$ cat src/mesf_pkg.sv
// Package of offsets, fields and reset values for the event status block
package mesf_pkg;
  localparam int ADDR_W = 16;
  localparam logic [15:0] EVENT_STATUS_WORD_ONE_ADDR = 16'hE503;
  localparam logic [15:0] IRQ_ENABLE_ADDR = 16'hE50B;
  localparam logic [15:0] IRQ_CLEAR_ADDR = 16'hE50C;
  localparam logic [15:0] NOLOAD_PHASE_REGISTER_ADDR = 16'hE608;
  localparam logic [15:0] PHASE_STATUS_REGISTER_ADDR = 16'hE600;
  localparam logic [15:0] CONFIG_ADDR = 16'hE618;
  localparam int FLAG_W = 18;
  localparam int TOTAL_NOLOAD_BIT = 0;
  localparam int FUND_NOLOAD_BIT = 1;
  localparam int APPARENT_NOLOAD_BIT = 2;
  localparam int VOLT_TIMEOUT_LSB = 3;
  localparam int CURR_TIMEOUT_LSB = 6;
  localparam int VOLT_SEEN_LSB = 9;
  localparam int CURR_SEEN_LSB = 12;
  localparam int RESET_COMPLETE_BIT = 15;
  localparam int DIP_BIT = 16;
  localparam int OVERCURRENT_BIT = 17;
  localparam int RSVD_ONE_BIT = 21;
  localparam int TOTAL_NOLOAD_LSB = 0;
  localparam int FUND_NOLOAD_LSB = 3;
  localparam int APPARENT_NOLOAD_LSB = 6;
  localparam int OVERCURRENT_PHASE_LSB = 3;
  localparam int DIP_PHASE_LSB = 12;
  localparam int SOFTWARE_RESET_BIT = 7;
  localparam logic [17:0] FLAGS_RESET = 18'h08000;
  localparam logic [17:0] ENABLE_RESET = 18'h00000;
  localparam logic [31:0] RSVD_ONE_MASK = 32'h00200000;
endpackage : mesf_pkg

$ cat src/mesf_top.sv
// Event status word one with no-load, crossing, reset, dip and overcurrent flags
//
// Notes on behaviour
// - Bit 0 sets on total-power no-load; phases in no-load register bits 2:0.
// - Bit 1 sets on fundamental no-load, phases in 5:3; zero without fundamental.
// - Bit 2 sets on apparent-power no-load; phases in no-load register bits 8:6.
// - Bits 3 to 5 set on missing voltage crossing of phase A, B, C.
// - Bits 6 to 8 set on missing current crossing of phase A, B, C.
// - Bits 9 to 11 set on voltage crossing detected for phase A, B, C.
// - Bits 12 to 14 set on current crossing detected for phase A, B, C.
// - Bit 15 resets to 1, sets after software, hardware reset or power-mode wake.
// - Interrupt output one goes low while bit 15 set; no enable masks it.
// - Bit 16 sets on voltage dip; phases in phase status bits 14:12.
// - Bit 17 sets on overcurrent; phases in phase status bits 5:3.
// - Bit 21 of the status word always reads as 1.
// - Bits 31 to 25 of the status word always read as zero.
`timescale 1ns/1ps
`default_nettype none
module mesf_top #(
  parameter bit HAS_FUNDAMENTAL = 1'b1
) (
  input wire logic clk_i,
  input wire logic rst_n_i,
  input wire logic ce_i,
  input wire logic [15:0] addr_i,
  input wire logic [31:0] wdata_i,
  input wire logic wr_i,
  input wire logic rd_i,
  output logic [31:0] rdata_o,
  input wire logic total_noload_i,
  input wire logic [2:0] total_noload_phase_i,
  input wire logic fund_noload_i,
  input wire logic [2:0] fund_noload_phase_i,
  input wire logic apparent_noload_i,
  input wire logic [2:0] apparent_noload_phase_i,
  input wire logic [2:0] volt_timeout_i,
  input wire logic [2:0] curr_timeout_i,
  input wire logic [2:0] volt_seen_i,
  input wire logic [2:0] curr_seen_i,
  input wire logic wake_done_i,
  input wire logic dip_i,
  input wire logic [2:0] dip_phase_i,
  input wire logic overcurrent_i,
  input wire logic [2:0] overcurrent_phase_i,
  output logic interrupt_output_one_n_o,
  output logic irq_o,
  output logic software_reset_o
);
  import mesf_pkg::*;

  typedef struct packed {
    logic [17:0] enable;
    logic [2:0] total_ph;
    logic [2:0] fund_ph;
    logic [2:0] app_ph;
    logic [2:0] dip_ph;
    logic [2:0] oc_ph;
    logic software_reset_bit_pend;
    logic [31:0] rdata;
  } mesf_top_t;

  mesf_top_t st_r;
  mesf_top_t st_nxt;
  logic [17:0] flags;
  logic [17:0] set_vec;
  logic [17:0] clr_vec;
  logic [31:0] status_word;

  function automatic logic hit(input logic [15:0] a, input logic [15:0] b);
    hit = (a == b);
  endfunction : hit

  always_comb begin
    set_vec = '0;
    set_vec[TOTAL_NOLOAD_BIT] = total_noload_i;
    set_vec[FUND_NOLOAD_BIT] = fund_noload_i & HAS_FUNDAMENTAL;
    set_vec[APPARENT_NOLOAD_BIT] = apparent_noload_i;
    set_vec[VOLT_TIMEOUT_LSB +: 3] = volt_timeout_i;
    set_vec[CURR_TIMEOUT_LSB +: 3] = curr_timeout_i;
    set_vec[VOLT_SEEN_LSB +: 3] = volt_seen_i;
    set_vec[CURR_SEEN_LSB +: 3] = curr_seen_i;
    set_vec[RESET_COMPLETE_BIT] = wake_done_i | st_r.software_reset_bit_pend;
    set_vec[DIP_BIT] = dip_i;
    set_vec[OVERCURRENT_BIT] = overcurrent_i;
    clr_vec = (wr_i && hit(addr_i, IRQ_CLEAR_ADDR)) ? wdata_i[17:0] : '0;
  end

  mesf_sticky #(
    .WIDTH(FLAG_W),
    .RESET_VAL(FLAGS_RESET)
  ) u_flags (
    .clk_i(clk_i),
    .rst_n_i(rst_n_i),
    .ce_i(ce_i),
    .set_i(set_vec),
    .clr_i(clr_vec),
    .flags_o(flags)
  );

  always_comb begin
    status_word = 32'h00000000;
    status_word[17:0] = flags;
    status_word[RSVD_ONE_BIT] = 1'b1;
    if (!HAS_FUNDAMENTAL) begin
      status_word[FUND_NOLOAD_BIT] = 1'b0;
    end
  end

  always_comb begin
    st_nxt = st_r;
    st_nxt.rdata = 32'h00000000;
    // Phase fields latch on their event
    if (total_noload_i) begin
      st_nxt.total_ph = total_noload_phase_i;
    end
    if (fund_noload_i && HAS_FUNDAMENTAL) begin
      st_nxt.fund_ph = fund_noload_phase_i;
    end
    if (apparent_noload_i) begin
      st_nxt.app_ph = apparent_noload_phase_i;
    end
    if (dip_i) begin
      st_nxt.dip_ph = dip_phase_i;
    end
    if (overcurrent_i) begin
      st_nxt.oc_ph = overcurrent_phase_i;
    end
    // Software reset completes one cycle after request
    if (st_r.software_reset_bit_pend) begin
      st_nxt.software_reset_bit_pend = 1'b0;
    end
    if (wr_i) begin
      if (hit(addr_i, IRQ_ENABLE_ADDR)) begin
        st_nxt.enable = wdata_i[17:0];
      end
      if (hit(addr_i, CONFIG_ADDR) && wdata_i[SOFTWARE_RESET_BIT]) begin
        st_nxt.software_reset_bit_pend = 1'b1;
        st_nxt.enable = ENABLE_RESET;
      end
    end
    if (rd_i) begin
      case (addr_i)
        EVENT_STATUS_WORD_ONE_ADDR: begin
          st_nxt.rdata = status_word;
        end
        IRQ_ENABLE_ADDR: begin
          st_nxt.rdata = {14'h0000, st_r.enable};
        end
        NOLOAD_PHASE_REGISTER_ADDR: begin
          st_nxt.rdata = {23'h000000, st_r.app_ph, st_r.fund_ph, st_r.total_ph};
        end
        PHASE_STATUS_REGISTER_ADDR: begin
          st_nxt.rdata = {17'h00000, st_r.dip_ph, 6'h00, st_r.oc_ph, 3'h0};
        end
        default: begin
          st_nxt.rdata = 32'h00000000;
        end
      endcase
    end
  end

  always_ff @(posedge clk_i) begin
    if (!rst_n_i) begin
      st_r <= '0;
    end else if (ce_i) begin
      st_r <= st_nxt;
    end
  end

  assign rdata_o = st_r.rdata;
  assign interrupt_output_one_n_o = ~flags[RESET_COMPLETE_BIT];
  assign irq_o = |(flags & st_r.enable & ~(18'h1 << RESET_COMPLETE_BIT));
  assign software_reset_o = st_r.software_reset_bit_pend;
endmodule : mesf_top
`default_nettype wire

$ cat src/mesf_sticky.sv
// Sticky flag bank with set-over-clear priority
`timescale 1ns/1ps
`default_nettype none
module mesf_sticky #(
  parameter int WIDTH = 18,
  parameter logic [WIDTH-1:0] RESET_VAL = '0
) (
  input wire logic clk_i,
  input wire logic rst_n_i,
  input wire logic ce_i,
  input wire logic [WIDTH-1:0] set_i,
  input wire logic [WIDTH-1:0] clr_i,
  output logic [WIDTH-1:0] flags_o
);
  typedef struct packed {
    logic [WIDTH-1:0] flags;
  } mesf_sticky_t;
  mesf_sticky_t st_r;
  mesf_sticky_t st_nxt;
  always_comb begin
    st_nxt = st_r;
    for (int i = 0; i < WIDTH; i++) begin
      // Set beats clear
      st_nxt.flags[i] = set_i[i] | (st_r.flags[i] & ~clr_i[i]);
    end
  end
  always_ff @(posedge clk_i) begin
    if (!rst_n_i) begin
      st_r.flags <= RESET_VAL;
    end else if (ce_i) begin
      st_r <= st_nxt;
    end
  end
  assign flags_o = st_r.flags;
endmodule : mesf_sticky
`default_nettype wire

$ cat config.mk
export PLATFORM = sky130hd
export DESIGN_NAME = mesf_top
export DESIGN_NICKNAME = d
export VERILOG_FILES = /design/src/mesf_pkg.sv /design/src/mesf_top.sv /design/src/mesf_sticky.sv
export SDC_FILE = /design/constraint.sdc
export NUM_CORES = 1
export LEC_CHECK = 0
export ABC_AREA = 1
export BUFFER_PORTS_ARGS = -buffer_cell sky130_fd_sc_hd__buf_2
export CAP_MARGIN = 30
export CORE_UTILIZATION = 40
export CTS_CLUSTER_SIZE = 12
export DETAILED_ROUTE_END_ITERATION = 12
export GPL_TIMING_DRIVEN = 0
export PLACE_DENSITY = 0.63
export SLEW_MARGIN = 20
export SYNTH_ARGS = -nofsm -noshare
export SYNTH_HDL_FRONTEND = slang
export SYNTH_SLANG_ARGS = --single-unit
$ cat constraint.sdc
create_clock -name clk_i -period 1.4 [get_ports clk_i]
set_input_delay 0.21 -clock clk_i [delete_from_list [all_inputs] [get_ports clk_i]]
set_output_delay 0.21 -clock clk_i [all_outputs]
set_load 0.02 [all_outputs]
# After elaboration in Yosys (flattened, before gate mapping)
# Index checks and enable logic that the tools add are counted.
# op_classes
eq_ne,6
mux,7
bitwise_logic,57
reduce_logical,10
# ops
operator,n
$eq A16 B16 Y1 const B,6
$pmux W22 S4,1
$mux W18,3
$mux W22,1
$not A1 Y1,19
$or A1 B1 Y1,19
$and A1 B1 Y1,18
$and A18 B18 Y18,1
$reduce_or A17 Y1,1
$reduce_and A2 Y1,5
$reduce_and A3 Y1,1
$logic_and A1 B1 Y1,2
$mux W1,2
$reduce_bool A2 Y1,1
# word_totals
reg_bits,84
in_bits,86
out_inout_bits,35

# Depth between registers and ports, before layout
# depth
ltp_word,6
depth_mapped,10
ltp_nobuf,8

# Hierarchy
# A second synthesis with hierarchy kept.
# unflattened
hier_cells,551
hier_area_um2,3938.8
# by_module_without_submodules
module,instances,cells_per_inst,area_per_inst_um2,seq_area_each_um2
mesf_top,1,455,3105.5,1061.0
mesf_sticky,1,96,833.3,360.3

# Worst setup path after synthesis
# OpenSTA, ideal clock, no wires.
# synth_path
kind,input port to flip-flop
from,input port addr_i[7]
to,register st_r[64] (netlist name)
setup_ps,143
t_arrival_ps,1147
t_required_ps,1257
path_slack_ps,110
path_stages,7
path_cell_list,nor2_2 nand2_4 nor2_8 nand3_4 buf_1 nand3_1 a21oi_2
# synth_via
elab_chain_len,4
elab_cells_between_ends,6
# synth_lines
element,line,text
"start, declared",mesf_top.sv:25,"input wire logic [15:0] addr_i,"
$eq A16 B16 Y1,mesf_top.sv:70,hit = (a == b);
$logic_and A1 B1 Y1,mesf_top.sv:136,"if (hit(addr_i, CONFIG_ADDR) && wdata_i[SOFTWARE_RESET_BIT]) begin"
$reduce_bool A2 Y1 (no line),-,
$reduce_and A3 Y1 (no line),-,
"end signal, assigned",mesf_top.sv:166,st_r <= st_nxt;
"end, declared",mesf_top.sv:62,mesf_top_t st_r;
# Parallel ways exist; a longest one is shown, timed or not.
# A chain may end at the register's enable or synchronous reset.

# Final worst setup path
# layout_path
from,register u_flags.flags_o[12] (netlist name)
to,output port irq_o
# layout_via
elab_chain_len,2
# layout_lines
element,line,text
$and A18 B18 Y18,mesf_top.sv:172,assign irq_o = |(flags & st_r.enable & ~(18'h1 << RESET_COMPLETE_BIT));
$reduce_or A17 Y1,mesf_top.sv:172,
"end, declared",mesf_top.sv:46,"output logic irq_o,"
# Every way passes these cells.

==> reports/metrics.cfg <==
[detailed_routing]
postRouteAntennaNets = 0
drt_iter0_drc = 158
routed_wl_um = 10430
vias = 3669
wl_per_cell_um = 14.11
drcViolationCount = 0
viasPerCell = 4.965
first_pass_iters = 5

[layout]
num-fill-cells = 903
multi_input_area_sq_um = 1803
register_area_sq_um = 1434
syn_to_final_growth_pct = 24.79
n_antenna_cell = 0
stdcell_area_sq_um = 4503
post-route-util_pct = 51.64
drive_gt1_share_pct = 31.38
fin_nets = 714

[outcome]
status = complete, but fails checks
violations = setup timing

[job]
cap_violations = 0

[grt]
overflow = 0
grt_use_total_pct = 23.09
grt_pass1_vias = 3391
grt_pass1_wl_um = 17020
grt_max_degree = 11
grt_antenna_before_repair = 0

[floorplanning]
die_height_um = 96.98
die_w_um = 96.98
ioPinCount = 121
dieArea_sq_um = 9405
start_util_pct = 41.38
rows = 34
core_area_sq_um = 8721

[cts]
clockBufferDepth = 2
hold_buffers = 0
cts_tree = done
clockRootBuffer = clkbuf_8
numCtsBuffers = 9
htreeDepth = 3
clk-insertion-delay-late_ns = 0.34
clk_pin_slew_ns = 0.07
cts.sinks = 71

[synth]
async_flop_share_pct = 0
yosysUniqueCellTypes = 25
yosys.area_share.simple_pct = 35.75
postSynthAreaPerCell_sq_um = 7.117
synth_mux_area_share_pct = 0
yosysTopAreaCell = dfxtp_1
synthMostInstantiatedCell = nand3_1
ys_seq_area_share_pct = 39.39
synth_enable_flop_cells = 0
ys_seq_elements = 71
synth-warning-count = 0
synth_ff_type = dfxtp_1
synth_top_family_by_area = simple AND/OR/NAND/NOR gates
netlist_top_cells_count = nand3_1 (113), nand2_1 (111), dfxtp_1 (71)
synthCells = 507
synth_compound_area_share_pct = 11.79
synth_area_leaders = dfxtp_1 (39%), nand3_1 (16%), nand2_1 (12%)
yosysTopAreaCellShare_pct = 39.39
synth_xor_xnor_area_share_pct = 0
synth-adder-area-share_pct = 0
syn_area_sq_um = 3608

[worst_setup_path]
worstSetupEndpoint = irq_o
cp.depth = 3
end_kind = primary output
crit_buf_inv = 1
r2r_end = rdata_o[12]
cp.required_ns = 1.19
reg2reg_from = u_flags.flags_o[12]
cp-start-kind = flip-flop
crit_arrival_ns = 1.35
reg2reg_slack_ns = 0.45
max_stage_delay_ns = 0.36
path_max_fanout = 3
path_delay_family = flip-flops
cp-startpoint = u_flags.flags_o[12]
critPathSlowestCell = dfxtp_1
rr_worst_depth = 4
crit_chain = a221oi_2 -> nand4_1 -> buf_4
path_class = reg -> out

[placement]
place_area_sq_um = 4244
hpwlAfterDp_um = 7991
io_buffer_count = 91
routabilityCongestion = 0.8865

[timing]
skew_ns = 0.004878
slew_headroom_pct = 49.20
period_share_pct = 111.5
setup_slack_ns = -0.1605
setup_tns_ns = -0.1605
max_freq_mhz = 640.8
hold-worst-slack_ns = 0.09748
slew_viol_final = 0
worst_pin_slew_ns = 0.7620
hold_violations = 0
rsz0062_at_grt = yes
setup-violations-final = 1
fin_crit_ns = 1.561

[pwr]
finalPower_mw = 3.897
ir_drop_mv = 0.6126
power_density_nw_per_um2 = 865.5
leakagePower_nw = 2.056

[worst_hold_path]
hold_class = in -> reg

==> registers in the layout, summed over array words and instances, names as in the netlist <==
signal	cells
rdata_o	19
st_r	33
u_flags.flags_o	18
software_reset_o	1
==> how the worst min path moves through the flow <==
stage,from,to,cells after the start
4_1_cts,wake_done_i,u_flags.flags_o[15],3
3_5_place_dp,wake_done_i,u_flags.flags_o[15],3
5_1_grt,curr_seen_i[0],u_flags.flags_o[12],3
3_3_place_gp,wake_done_i,u_flags.flags_o[15],3
6_report,wake_done_i,u_flags.flags_o[15],3
2_1_floorplan,rst_n_i,st_r[33],2
==> power breakdown <==
part           leakage, nW  switching, mW  internal (mW)
combinational         1.40          0.241          0.163
clock               0.0761          0.741          0.620
sequential           0.583         0.0485           2.08
==> repair_timing <==
item	4_1_cts	5_1_grt
gates cloned	0	0
buffers inserted	0	7
endpoints found under the setup margin	1	27
pin swaps	1	8
resized for setup	10	15
==> tightest hold or removal path: cells and delay by family <==
| kind | cells | cell delay, ns |
|---|---|---|
| buf+inv | 1 | 0.07 |
| compound gates | 1 | 0.06 |
| simple gates | 1 | 0.07 |
==> per-layer routing <==
metal	part of all wire, %	track usage, %	vias to the layer above	routed length [um]
met5	0	0	-	0
met4	2.6	9.874	0	266
met3	3.8	3.685	18	401
met2	45	36.02	100	4702
met1	49	31.53	1661	5058
li1	-	-	1890	-
==> kinds of logic (layout without fill, tap and decap cells) <==
logic type	after synthesis	in the layout
other cells	1	13
flops	71	71
simple gates	281	281
compound gates	76	76
buf+inv	78	190
==> layout by cell type, fill, tap and decap left out, drive strengths merged <==
cell type | netlist | layout
buf | 47 | 143
nand3 | 114 | 114
nand2 | 113 | 113
dfxtp | 71 | 71
a21oi | 55 | 55
nor2 | 49 | 49
clkbuf | 12 | 26
o21ai | 19 | 19
inv | 18 | 19
conb | 1 | 13
nand4 | 5 | 5
a221oi | 2 | 2
clkinv | 1 | 2
==> through the flow <==
step	worst slack, ns	std cells
after floorplan	0.1099	519
after global placement	-0.2810	718
after detailed placement	-0.3125	718
after CTS	-0.1268	732
after global routing	-0.2137	739
final	-0.1605	739
==> final cells by class <==
cell class | instances | share of cell area [%]
multi-input cells | 370 | 40.04
flip-flops and latches | 71 | 31.84
repair buffers | 98 | 11.34
plain buffers | 59 | 8.919
clock buffers | 12 | 3.001
well taps | 108 | 3.001
inverters | 19 | 1.639
clock inverters | 2 | 0.2223
Power figures use the tool's default switching activity.
